===== config.mk =====
export PLATFORM = sky130hd
export DESIGN_NAME = tcr_timer2
export DESIGN_NICKNAME = d
export VERILOG_FILES = /design/src/verilog/tcr_pkg.sv /design/src/verilog/tcr_timer2.sv
export VERILOG_INCLUDE_DIRS = /design/src /design/src/verilog
export SDC_FILE = /design/constraint.sdc
export NUM_CORES = 1
export LEC_CHECK = 0
export BUFFER_PORTS_ARGS = -buffer_cell sky130_fd_sc_hd__buf_4
export CAP_MARGIN = 30
export CORE_MARGIN = 1.5
export CORE_UTILIZATION = 30
export CTS_CLUSTER_DIAMETER = 30
export DETAILED_ROUTE_END_ITERATION = 6
export SETUP_SLACK_MARGIN = 0.02
export SLEW_MARGIN = 20
export SYNTH_ARGS = -nofsm -noshare
export SYNTH_HDL_FRONTEND = slang
export SYNTH_SLANG_ARGS = --single-unit

===== constraint.sdc =====
create_clock -name REF_CLK -period 5.3 [get_ports REF_CLK]
set_clock_uncertainty 0.15 [all_clocks]
set_input_delay 0.53 -clock REF_CLK [delete_from_list [all_inputs] [get_ports REF_CLK]]
set_output_delay 0.53 -clock REF_CLK [all_outputs]
set_load 0.02 [all_outputs]

===== src/verilog/tcr_params.svh =====
// constants of the 16-bit capture/reload/baud timer
`ifndef TCR_PARAMS_SVH
`define TCR_PARAMS_SVH

// ----------------------------------------------------------------
// register offsets
// ----------------------------------------------------------------
`define TCR_OFS_CLOCK_CONTROL  8'h8e
`define TCR_OFS_CONTROL        8'hc8
`define TCR_OFS_MODE           8'hc9
`define TCR_OFS_RELOAD_LOW     8'hca
`define TCR_OFS_RELOAD_HIGH    8'hcb
`define TCR_OFS_COUNT_LOW      8'hcc
`define TCR_OFS_COUNT_HIGH     8'hcd
`define TCR_OFS_POWER_MODE     8'hc4

// ----------------------------------------------------------------
// field positions
// ----------------------------------------------------------------
`define TCR_CTL_OVF_FLAG       7
`define TCR_CTL_EXT_FLAG       6
`define TCR_CTL_RX_BAUD        5
`define TCR_CTL_TX_BAUD        4
`define TCR_CTL_TRIG_EN        3
`define TCR_CTL_RUN            2
`define TCR_CTL_SRC_SEL        1
`define TCR_CTL_CAP_SEL        0
`define TCR_MOD_CLK_OUT_EN     1
`define TCR_MOD_DOWN_EN        0
`define TCR_CKC_PRESCALE_SEL   5
`define TCR_PWR_MODE_ONE       0
`define TCR_PWR_MODE_TWO       1

// ----------------------------------------------------------------
// reset values and masks
// ----------------------------------------------------------------
`define TCR_RST_BYTE           8'h00
`define TCR_RST_WORD           16'h0000
`define TCR_MOD_MASK           8'h03
`define TCR_PWR_MASK           8'h03
`define TCR_ALL_ONES           16'hffff

// ----------------------------------------------------------------
// oscillator clocks per tick and power mode factors
// ----------------------------------------------------------------
`define TCR_DIV_STD            12'd12
`define TCR_DIV_FAST           12'd4
`define TCR_DIV_BAUD           12'd2
`define TCR_PM1_FACTOR         12'd16
`define TCR_PM2_FACTOR         12'd256

`endif


===== src/verilog/tcr_pkg.sv =====
// types of the 16-bit capture/reload/baud timer
package tcr_pkg;

	// time base chosen for the internal tick
	typedef enum logic [1:0]
	{
		TCR_BASE_STD  = 2'b00,
		TCR_BASE_FAST = 2'b01,
		TCR_BASE_BAUD = 2'b10
	} tcr_base_t;

	// power management divider
	typedef enum logic [1:0]
	{
		TCR_PM_NONE = 2'b00,
		TCR_PM_ONE  = 2'b01,
		TCR_PM_TWO  = 2'b10
	} tcr_pm_t;

endpackage


===== src/verilog/tcr_timer2.sv =====
// 16-bit timer with capture, auto-reload, baud and clock-out modes
//
// Behaviour
// - always one plain 16-bit counter
// - source select counts pin falls or ticks
// - internal tick is oscillator over 12 or 4
// - counts only while run control set
// - wrap to zero sets overflow flag
// - trigger fall captures count into reload
// - select bit picks capture or auto-reload
// - overflow reloads count from reload pair
// - enabled trigger fall forces reload
// - down enable: trigger pin sets direction
// - down match of reload loads all ones
// - up/down wraps toggle external flag
// - baud select forces reload, feeds serial
// - baud mode trigger fall sets external flag
// - baud and clock-out tick is oscillator/2
// - clock-out toggles count pin on overflow
// - clock-out raises no overflow flag
// - reset default is twelve clocks per tick
// - power modes divide by 16 or 256
// - baud modes under power: 32 or 512
// - writing one to external flag sets it
`timescale 1ns/1ps
`include "tcr_params.svh"

module tcr_timer2
(
	// clock and reset
	input  wire logic        REF_CLK,
	input  wire logic        SRST,
	// register port
	input  wire logic [7:0]  ADDR,
	input  wire logic [7:0]  WDATA,
	input  wire logic        WR,
	input  wire logic        RD,
	output logic      [7:0]  RDATA,
	// count pin, two-way
	input  wire logic        COUNT_PIN_I,
	output logic             COUNT_PIN_O,
	output logic             COUNT_PIN_OE,
	// trigger pin
	input  wire logic        TRIG_PIN,
	// serial port clocks and interrupt request
	output logic             RX_BAUD_TICK,
	output logic             TX_BAUD_TICK,
	output logic             TIMER_IRQ
);

	// ------------------------------------------------------------
	// divider arithmetic
	// ------------------------------------------------------------
	// clocks per tick, minus one, for a base and a power mode
	function automatic logic [11:0] div_last
	(
		input tcr_pkg::tcr_base_t base,
		input tcr_pkg::tcr_pm_t   pm
	);
		logic [11:0] d;
		d = `TCR_DIV_STD;
		case (base)
			tcr_pkg::TCR_BASE_STD:  d = `TCR_DIV_STD;
			tcr_pkg::TCR_BASE_FAST: d = `TCR_DIV_FAST;
			tcr_pkg::TCR_BASE_BAUD: d = `TCR_DIV_BAUD;
			default:                d = `TCR_DIV_STD;
		endcase
		case (pm)
			tcr_pkg::TCR_PM_ONE: d = 12'(d * `TCR_PM1_FACTOR);
			tcr_pkg::TCR_PM_TWO: d = 12'(d * `TCR_PM2_FACTOR);
			default:             d = d;
		endcase
		return 12'(d - 12'd1);
	endfunction

	// ------------------------------------------------------------
	// registers
	// ------------------------------------------------------------
	logic [7:0]  ckc_r;
	logic [7:0]  ctl_r;
	logic [7:0]  mod_r;
	logic [7:0]  pwr_r;
	logic [15:0] cnt_r;
	logic [15:0] rld_r;
	logic [11:0] presc_r;
	logic        cnt_meta_r;
	logic        cnt_sync_r;
	logic        cnt_prev_r;
	logic        trg_meta_r;
	logic        trg_sync_r;
	logic        trg_prev_r;
	logic        pin_out_r;
	logic        pin_oe_r;
	logic [7:0]  rdata_r;
	logic        rx_tick_r;
	logic        tx_tick_r;
	logic        irq_r;

	// ------------------------------------------------------------
	// decoding
	// ------------------------------------------------------------
	wire wr_ckc = WR && (ADDR == `TCR_OFS_CLOCK_CONTROL);
	wire wr_ctl = WR && (ADDR == `TCR_OFS_CONTROL);
	wire wr_mod = WR && (ADDR == `TCR_OFS_MODE);
	wire wr_pwr = WR && (ADDR == `TCR_OFS_POWER_MODE);
	wire wr_rll = WR && (ADDR == `TCR_OFS_RELOAD_LOW);
	wire wr_rlh = WR && (ADDR == `TCR_OFS_RELOAD_HIGH);
	wire wr_cnl = WR && (ADDR == `TCR_OFS_COUNT_LOW);
	wire wr_cnh = WR && (ADDR == `TCR_OFS_COUNT_HIGH);

	wire ovf_flag  = ctl_r[`TCR_CTL_OVF_FLAG];
	wire ext_flag  = ctl_r[`TCR_CTL_EXT_FLAG];
	wire rx_baud   = ctl_r[`TCR_CTL_RX_BAUD];
	wire tx_baud   = ctl_r[`TCR_CTL_TX_BAUD];
	wire trig_en   = ctl_r[`TCR_CTL_TRIG_EN];
	wire run       = ctl_r[`TCR_CTL_RUN];
	wire src_pin   = ctl_r[`TCR_CTL_SRC_SEL];
	wire cap_sel   = ctl_r[`TCR_CTL_CAP_SEL];
	wire clk_oe    = mod_r[`TCR_MOD_CLK_OUT_EN];
	wire down_en   = mod_r[`TCR_MOD_DOWN_EN];

	// baud select overrides the capture choice
	wire baud_mode = rx_baud | tx_baud;
	wire rld_mode  = baud_mode | ~cap_sel;
	wire cap_mode  = ~rld_mode;
	wire clko_mode = clk_oe & rld_mode & ~src_pin;
	wire updn_mode = down_en & rld_mode & ~baud_mode;

	// ------------------------------------------------------------
	// time base
	// ------------------------------------------------------------
	wire tcr_pkg::tcr_base_t base_sel =
		(baud_mode | clko_mode) ? tcr_pkg::TCR_BASE_BAUD :
		ckc_r[`TCR_CKC_PRESCALE_SEL] ? tcr_pkg::TCR_BASE_FAST :
		tcr_pkg::TCR_BASE_STD;
	wire tcr_pkg::tcr_pm_t pm_sel =
		pwr_r[`TCR_PWR_MODE_TWO] ? tcr_pkg::TCR_PM_TWO :
		pwr_r[`TCR_PWR_MODE_ONE] ? tcr_pkg::TCR_PM_ONE :
		tcr_pkg::TCR_PM_NONE;
	wire [11:0] presc_last = div_last(base_sel, pm_sel);
	// >= keeps the divider from running away when the rate shrinks
	wire        tick       = run && (presc_r >= presc_last);
	wire [11:0] presc_nxt  =
		(!run || tick) ? 12'h000 : 12'(presc_r + 12'h001);

	// ------------------------------------------------------------
	// pin edges
	// ------------------------------------------------------------
	// edges come from the synchronised and delayed copies only
	wire cnt_fall = cnt_prev_r & ~cnt_sync_r;
	wire trg_fall = trg_prev_r & ~trg_sync_r;
	wire trg_evt  = trig_en & trg_fall;

	// ------------------------------------------------------------
	// counting
	// ------------------------------------------------------------
	// the pin path ignores prescale and power divide; the source
	// must stay below an eighth of the clock for clean edges
	wire step    = run && (src_pin ? cnt_fall : tick);
	wire go_down = updn_mode & ~trg_sync_r;
	wire at_top  = (cnt_r == `TCR_ALL_ONES);
	wire at_rld  = (cnt_r == rld_r);
	wire ovf_evt = step & ~go_down & at_top;
	wire udf_evt = step & go_down & at_rld;
	wire wrap    = ovf_evt | udf_evt;
	// in up/down mode the trigger steers direction, not reloads
	wire force_rld = trg_evt & rld_mode & ~updn_mode & ~baud_mode;
	wire do_cap    = trg_evt & cap_mode;

	logic [15:0] cnt_step;
	always_comb
	begin
		cnt_step = cnt_r;
		if (udf_evt)
			cnt_step = `TCR_ALL_ONES;
		else if (ovf_evt && rld_mode)
			cnt_step = rld_r;
		else if (go_down && step)
			cnt_step = 16'(cnt_r - 16'h0001);
		else if (step)
			cnt_step = 16'(cnt_r + 16'h0001);
	end

	// software writes to the count win over the step; in baud
	// mode software keeps away from them while running
	wire [15:0] cnt_base = force_rld ? rld_r : cnt_step;
	wire [15:0] cnt_nxt  = {wr_cnh ? WDATA : cnt_base[15:8],
		wr_cnl ? WDATA : cnt_base[7:0]};

	wire [15:0] rld_nxt  = {wr_rlh ? WDATA :
		(do_cap ? cnt_r[15:8] : rld_r[15:8]),
		wr_rll ? WDATA :
		(do_cap ? cnt_r[7:0] : rld_r[7:0])};

	// ------------------------------------------------------------
	// flags
	// ------------------------------------------------------------
	// hardware set wins over a software clear in the same cycle
	wire ovf_set = wrap & ~baud_mode & ~clko_mode;
	wire ovf_nxt = ovf_set |
		(wr_ctl ? WDATA[`TCR_CTL_OVF_FLAG] : ovf_flag);
	wire ext_tgl = wrap & updn_mode;
	wire ext_set = (trg_evt & ~updn_mode);
	wire ext_wr  = wr_ctl ? WDATA[`TCR_CTL_EXT_FLAG] : ext_flag;
	wire ext_nxt = ext_tgl ? ~ext_flag :
		(ext_set | ext_wr);
	wire [7:0] ctl_low = wr_ctl ? WDATA : ctl_r;
	wire [7:0] ctl_nxt = {ovf_nxt, ext_nxt, ctl_low[5:0]};

	// ------------------------------------------------------------
	// clock-out pin and serial clocks
	// ------------------------------------------------------------
	wire pin_nxt = (clko_mode && run && wrap) ? ~pin_out_r
		: pin_out_r;
	wire rx_nxt  = wrap & rx_baud;
	wire tx_nxt  = wrap & tx_baud;
	wire irq_nxt = ovf_nxt | ext_nxt;

	// ------------------------------------------------------------
	// read mux
	// ------------------------------------------------------------
	wire [7:0] rd_mux =
		(ADDR == `TCR_OFS_CLOCK_CONTROL) ? ckc_r :
		(ADDR == `TCR_OFS_CONTROL)       ? ctl_r :
		(ADDR == `TCR_OFS_MODE)          ? mod_r :
		(ADDR == `TCR_OFS_POWER_MODE)    ? pwr_r :
		(ADDR == `TCR_OFS_RELOAD_LOW)    ? rld_r[7:0] :
		(ADDR == `TCR_OFS_RELOAD_HIGH)   ? rld_r[15:8] :
		(ADDR == `TCR_OFS_COUNT_LOW)     ? cnt_r[7:0] :
		(ADDR == `TCR_OFS_COUNT_HIGH)    ? cnt_r[15:8] :
		`TCR_RST_BYTE;
	wire [7:0] rdata_nxt = RD ? rd_mux : `TCR_RST_BYTE;

	// ------------------------------------------------------------
	// synchronisers
	// ------------------------------------------------------------
	// reset to the idle high level so no false fall follows reset
	always_ff @(posedge REF_CLK)
	begin
		if (SRST)
		begin
			cnt_meta_r <= 1'b1;
			cnt_sync_r <= 1'b1;
			cnt_prev_r <= 1'b1;
		end
		else
		begin
			cnt_meta_r <= COUNT_PIN_I;
			cnt_sync_r <= cnt_meta_r;
			cnt_prev_r <= cnt_sync_r;
		end
	end

	// the synced trigger level also steers the count direction
	always_ff @(posedge REF_CLK)
	begin
		if (SRST)
		begin
			trg_meta_r <= 1'b1;
			trg_sync_r <= 1'b1;
			trg_prev_r <= 1'b1;
		end
		else
		begin
			trg_meta_r <= TRIG_PIN;
			trg_sync_r <= trg_meta_r;
			trg_prev_r <= trg_sync_r;
		end
	end

	// ------------------------------------------------------------
	// configuration registers
	// ------------------------------------------------------------
	always_ff @(posedge REF_CLK)
	begin
		if (SRST)
		begin
			ckc_r <= `TCR_RST_BYTE;
			mod_r <= `TCR_RST_BYTE;
			pwr_r <= `TCR_RST_BYTE;
			ctl_r <= `TCR_RST_BYTE;
		end
		else
		begin
			if (wr_ckc)
				ckc_r <= WDATA;
			if (wr_mod)
				mod_r <= WDATA & `TCR_MOD_MASK;
			if (wr_pwr)
				pwr_r <= WDATA & `TCR_PWR_MASK;
			ctl_r <= ctl_nxt;
		end
	end

	// ------------------------------------------------------------
	// counter and reload pair
	// ------------------------------------------------------------
	always_ff @(posedge REF_CLK)
	begin
		if (SRST)
		begin
			cnt_r   <= `TCR_RST_WORD;
			rld_r   <= `TCR_RST_WORD;
			presc_r <= 12'h000;
		end
		else
		begin
			cnt_r   <= cnt_nxt;
			rld_r   <= rld_nxt;
			presc_r <= presc_nxt;
		end
	end

	// ------------------------------------------------------------
	// clock-out pin
	// ------------------------------------------------------------
	// the pin idles high, so turning the driver on starts from the
	// same level as the pulled-up input
	always_ff @(posedge REF_CLK)
	begin
		if (SRST)
		begin
			pin_out_r <= 1'b1;
			pin_oe_r  <= 1'b0;
		end
		else
		begin
			pin_out_r <= pin_nxt;
			pin_oe_r  <= clk_oe;
		end
	end

	// ------------------------------------------------------------
	// serial clocks and interrupt request
	// ------------------------------------------------------------
	always_ff @(posedge REF_CLK)
	begin
		if (SRST)
		begin
			rx_tick_r <= 1'b0;
			tx_tick_r <= 1'b0;
			irq_r     <= 1'b0;
		end
		else
		begin
			rx_tick_r <= rx_nxt;
			tx_tick_r <= tx_nxt;
			irq_r     <= irq_nxt;
		end
	end

	// ------------------------------------------------------------
	// read data
	// ------------------------------------------------------------
	// read data stand one cycle only and read zero otherwise
	always_ff @(posedge REF_CLK)
	begin
		if (SRST)
			rdata_r <= `TCR_RST_BYTE;
		else
			rdata_r <= rdata_nxt;
	end

	assign RDATA        = rdata_r;
	assign COUNT_PIN_O  = pin_out_r;
	assign COUNT_PIN_OE = pin_oe_r;
	assign RX_BAUD_TICK = rx_tick_r;
	assign TX_BAUD_TICK = tx_tick_r;
	assign TIMER_IRQ    = irq_r;

endmodule


==> impl_metrics.toml, run 1 <==
[floorplan]
dieArea_mm2 = 0.0174
die_x_um = 132
initial_core_util_pct = 31.1
io_pins = 35
num_rows = 46
core_mm2 = 0.0161
die_h_um = 132

[setup_path]
critPathRequiredTime_ps = 5380
crit_chain = "nor2b_1, nor2b_1, nor4_1, nand2_1, ha_1, o21a_1, nor2_1, o41ai_2, a21oi_2, nor3_4, fa_1, a21oi_1, o211ai_1, a211o_1, nand3_1, a21oi_1, nor4b_1, a2111oi_0, a21oi_1"
critPathKind = "reg2reg"
r2r_slack_ps = 620
critPathMaxFanout = 10
critical-path-max-stage-delay_ps = 430
worst_ep_arrival_time_ps = 4750
crit_family = "compound AO/OA/AOI/OAI gates"
crit_top_cell = "a21oi_1"
cp_slowest_cell = "dfxtp_1"
crit_buf_inv = 0
worstSetupEndpointType = "flop"
crit_path_start_kind = "flop"

[synth]
syn_nets = 656
yosys_warnings = 0
ys.flop_type = "dfxtp_1"
synth.most_common_cell = "dfxtp_1"
synth_edf_count = 0
synthTopCellsByCount = "dfxtp_1, nand2_1, nor2_1, a21oi_1, nand3_1"
ys_ff_latch = 83
avgSynthCellArea_um2 = 8.23
synthCells = 607
yosysTopAreaCell = "dfxtp_1"
netlist_area_mm2 = 0.00499
yosysSeqAreaShare_pct = 33.3
synth_top_area_share_pct = 33.3
async_reset_ff_share_pct = 0
yosysUniqueCellTypes = 64
synth.area.top_cells = "dfxtp_1, ha_1, nand2_1, a21oi_1, xor2_1"

[drt]
ant_nets = 0
vias = 4628
dr.pass1.iters = 5
drtIter0Drc = 464
vias_per_cell = 5.49
wirelength_mm = 14.6
drt-wirelength-per-cell_um = 17.3
drc = 0

[final_layout]
drive_gt1_share_pct = 12.4
fill_cells = 1662
syn_to_final_growth_pct = 14.3
n_antenna_cell = 0
instances_no_fill = 843
finalNetCount = 672

[place]
dp_hpwl_mm = 10.5
port_buffers = 34
gp_congestion = 0.925
placedCellCount = 827

[timing]
rsz0062_at_grt = "false"
fmax_mhz = 214
hold_viol_final = 0
relSlewSlack_pct = 47.8
period_share_pct = 88.2
finalSetupTns_ps = 0
worst_slew_pin_slew_ps = 783
min_period_ps = 4680
setup_violations = 0
final_max_slew_viol_count = 0

[pwr]
p_leak_nw = 2.19
power_density_mw_per_mm2 = 226
intPower_mw = 1.00
power_switching_uw = 288
ir_drop_mv = 0.154
p_comb_share_pct = 3.9
swShare_pct = 22.3
pwr-share-seq_pct = 48.6
clockPowerShare_pct = 47.5

[global_routing]
grt_pass1_wl_mm = 23.8
grt_usage_pct = 17.2
antenna_found_initial = 0
grt_pass1_vias = 4291
grt.overflow.total = 0
grt_max_degree = 65

[clock_tree]
post_cts_buffers = 0
htreeDepth = 3
cts_tree = "built"
cts_repair_resize_count = 0
path_clk_slew_ps = 60
clock_latency_ps = 350
cts-root-buf = "clkbuf_16"
numCtsBuffers = 9
clk_path_buf_depth = 2
cts_sinks = 83
postCtsHoldBufs = 0

[hold_path]
hold_class = "in2reg"

[status]
outcome = "finished, final reports clean"

[flow_run]
drv_cap = 0
-- power groups by stage --
| stage | Sequential (mW) | Combinational (mW) | Clock [mW] |
|---|---|---|---|
| after CTS | 0.629 | 0.0494 | 0.627 |
| after global routing | 0.629 | 0.0529 | 0.651 |
| after floorplan | 0.641 | 0.0233 | 0 |
| final | 0.629 | 0.0499 | 0.614 |
| after global placement | 0.643 | 0.0495 | 0 |
| after detailed placement | 0.643 | 0.0495 | 0 |
-- kinds of logic (layout without fill, tap and decap cells) --
logic type | Yosys count | count (layout) | synth area share (%)
simple gates | 228 | 228 | 22.7
fa+ha+maj | 27 | 27 | 6.92
mux | 19 | 19 | 3.81
flops | 83 | 83 | 33.3
other cells | 1 | 1 | 0.0751
buf+inv | 45 | 65 | 3.81
compound gates | 166 | 166 | 22.7
xor+xnor | 38 | 38 | 6.67
-- per-layer routing --
metal,GRT usage [%],up-vias,share of wire [%]
li1,-,2258,-
met1,23.9,2206,46
met2,27.0,144,45
met3,1.77,20,5.8
met4,7.59,0,2.3
met5,0,-,0
-- sequential cells by signal, summed over array words and instances (netlist names), 2 cells and up --
register	flops
rld_r	16
ckc_r	8
ctl_r	8
pwr_r	2
presc_r	12
RDATA	8
cnt_r	16
mod_r	2
-- cells in the final DEF (no fill, tap or decap), types with 4 or more instances in the layout --
master / n
xor2_1: 25
mux2i_1: 19
ha_1: 26
nand2_1: 69
or2_2: 7
a211oi_1: 17
nand2b_1: 4
inv_1: 11
o21a_1: 5
nand4_1: 9
a21o_1: 7
a221oi_1: 12
and3_1: 12
nor4_1: 5
o21ai_0: 19
nor2b_1: 6
buf_4: 37
dfxtp_1: 83
nor3_1: 9
nand3_1: 28
a31oi_1: 16
xnor2_1: 13
a21oi_1: 48
nor2_1: 53
clkbuf_16: 9
o221ai_1: 14
and2_1: 5
-- metrics by stage --
step | hold slack (ps) | worst slack [ps] | area, um^2 | utilization, % | total power, mW
6_report | 221 | 623 | 5710 | 35.6 | 1.29
5_1_grt | 222 | 102 | 5710 | 35.6 | 1.33
4_1_cts | 212 | 361 | 5690 | 35.4 | 1.30
3_5_place_dp | 264 | 379 | 5410 | 33.7 | 0.692
3_3_place_gp | 252 | 515 | 5390 | 33.6 | 0.692
2_1_floorplan | 239 | 802 | 4990 | - | 0.665
-- final cells by class --
cell class                      instances  area, um^2  share of cell area [%]
Sequential cell                        83        1660                    29.1
Timing Repair Buffer                   39         300                    5.26
Clock buffer                           10         229                    4.01
Inverter                               11        41.3                   0.723
Multi-Input combinational cell        479        3150                    55.2
Tap cell                              216         270                    4.73
Clock inverter                          5        55.1                   0.964
-- path summary, 6_finish.rpt --
check,from,to,cells past startpoint
setup / recovery,ctl_r[1],cnt_r[14],19
setup reg to reg,ctl_r[1],cnt_r[14],19
hold / removal,TRIG_PIN,trg_meta_r,2
hold reg to reg,cnt_meta_r,cnt_sync_r,1
Note: power is estimated with default switching activity, not from simulation.
==> run 2, diff against run 1 <==
- CTS_BUF_LIST: not set -> sky130_fd_sc_hd__clkbuf_4 sky130_fd_sc_hd__clkbuf_8 sky130_fd_sc_hd__clkbuf_16
- TNS_END_PERCENT: not set -> 30
==> run 2 against run 1 <==
Compared with the run above: routed wire length barely moved; final area about the same; maximum frequency about the same; utilization hardly changed; die area did not move; global-route usage barely moved; non-clock buffer count is the same; sequential power hardly changed; combinational power about the same; critical endpoint unchanged; largest cell class unchanged.
==> impl_metrics.toml, run 2 (synthesis gave the netlist of run 1 again) <==
[final_layout]
drive_gt1_share_pct = 12.6
n_antenna_cell = 0
final_cell_mix = "dfxtp_1, nand2_1, nor2_1, a21oi_1, buf_4"
layout_commonest_cell = "dfxtp_1"
reg.largest.list = "cnt_r: 16 flops, rld_r: 16 flops, presc_r: 12 flops"
final_area_mm2 = 0.00571
syn_to_final_growth_pct = 14.4
instances_no_fill = 843
finalNetCount = 672

[clock_tree]
cts_tree = "built"
clk_path_buf_depth = 2
path_clk_slew_ps = 60
postCtsHoldBufs = 0
cts_sinks = 83
cts-root-buf = "clkbuf_16"
htreeDepth = 3
post_cts_buffers = 0
numCtsBuffers = 9
clock_latency_ps = 350

[floorplan]
die_x_um = 132
dieArea_mm2 = 0.0174
num_rows = 46
die_h_um = 132
core_mm2 = 0.0161
io_pins = 35
initial_core_util_pct = 31.1

[setup_path]
critPathRequiredTime_ps = 5380
crit_path_start_kind = "flop"
worst_ep_arrival_time_ps = 4750
critical-path-max-stage-delay_ps = 430
worstSetupEndpointType = "flop"
crit_family = "compound AO/OA/AOI/OAI gates"
crit_chain = "nor2b_1, nor2b_1, nor4_1, nand2_1, ha_1, o21a_1, nor2_1, o41ai_2, a21oi_2, nor3_4, fa_1, a21oi_1, o211ai_1, a211o_1, nand3_1, a21oi_1, nor4b_1, a2111oi_0, a21oi_1"
crit_top_cell = "a21oi_1"
crit_buf_inv = 0
cp_slowest_cell = "dfxtp_1"
critPathMaxFanout = 10
critPathKind = "reg2reg"

[global_routing]
grt.overflow.total = 0
grt_pass1_wl_mm = 23.7
grt_max_degree = 65
grt_usage_pct = 17.2
grt_pass1_vias = 4293
antenna_found_initial = 0

[hold_path]
hold_class = "in2reg"

[drt]
wirelength_mm = 14.6
vias = 4614
ant_nets = 0
drc = 0
drt-wirelength-per-cell_um = 17.3
vias_per_cell = 5.47
dr.pass1.iters = 5
drtIter0Drc = 486

[flow_run]
drv_cap = 0

[place]
placed_area_mm2 = 0.00541
port_buffers = 34
placedCellCount = 827
dp_hpwl_mm = 10.5
gp_congestion = 0.925

[timing]
min_period_ps = 4680
rsz0062_at_grt = "false"
fmax_mhz = 214
period_share_pct = 88.2
worst_slew_pin_slew_ps = 777
relSlewSlack_pct = 48.2
final_max_slew_viol_count = 0
finalSetupTns_ps = 0
hold_viol_final = 0
setup_violations = 0

[status]
outcome = "finished, final reports clean"

[pwr]
p_leak_nw = 2.20
power_density_mw_per_mm2 = 227
ir_drop_mv = 0.155
run 2: metal layers:
layer | up-vias | share of wire, % | track usage [%]
met5 | - | 0 | 0
met4 | 0 | 2.4 | 7.59
met3 | 22 | 6.0 | 1.77
met2 | 157 | 45 | 27.0
met1 | 2177 | 46 | 23.9
li1 | 2258 | - | -
run 2: worst paths after layout:
| path | end | slack (ps) | cells after the start | from |
|---|---|---|---|---|
| max | cnt_r[14] | 620 | 19 | ctl_r[1] |
| min | trg_meta_r | 220 | 2 | TRIG_PIN |
| max reg2reg | cnt_r[14] | 620 | 19 | ctl_r[1] |
| min reg2reg | cnt_sync_r | 270 | 1 | cnt_meta_r |
run 2: timing repair:
item	CTS	global route
setup endpoints to repair	0	3
hold endpoints to repair	0	0
resized for setup	0	2
run 2: where the power goes:
part	switching [mW]	internal, mW
clock	0.255	0.366
sequential	0.00234	0.626
combinational	0.0330	0.0170
run 2: layout make-up:
class                           count  area (um^2)
Timing Repair Buffer               39          300
Tap cell                          216          270
Sequential cell                    83         1660
Multi-Input combinational cell    479         3150
Inverter                           11         41.3
Clock buffer                       10          233
Fill cell                        1660        10300
Clock inverter                      5         55.1
run 2: metrics by stage:
stage	total power [mW]	util [%]	hold WS (ps)	setup WS, ps
2_1_floorplan	0.665	-	239	802
3_3_place_gp	0.692	33.6	252	515
3_5_place_dp	0.692	33.7	264	379
4_1_cts	1.31	35.5	212	361
5_1_grt	1.34	35.6	222	102
6_report	1.30	35.6	220	624
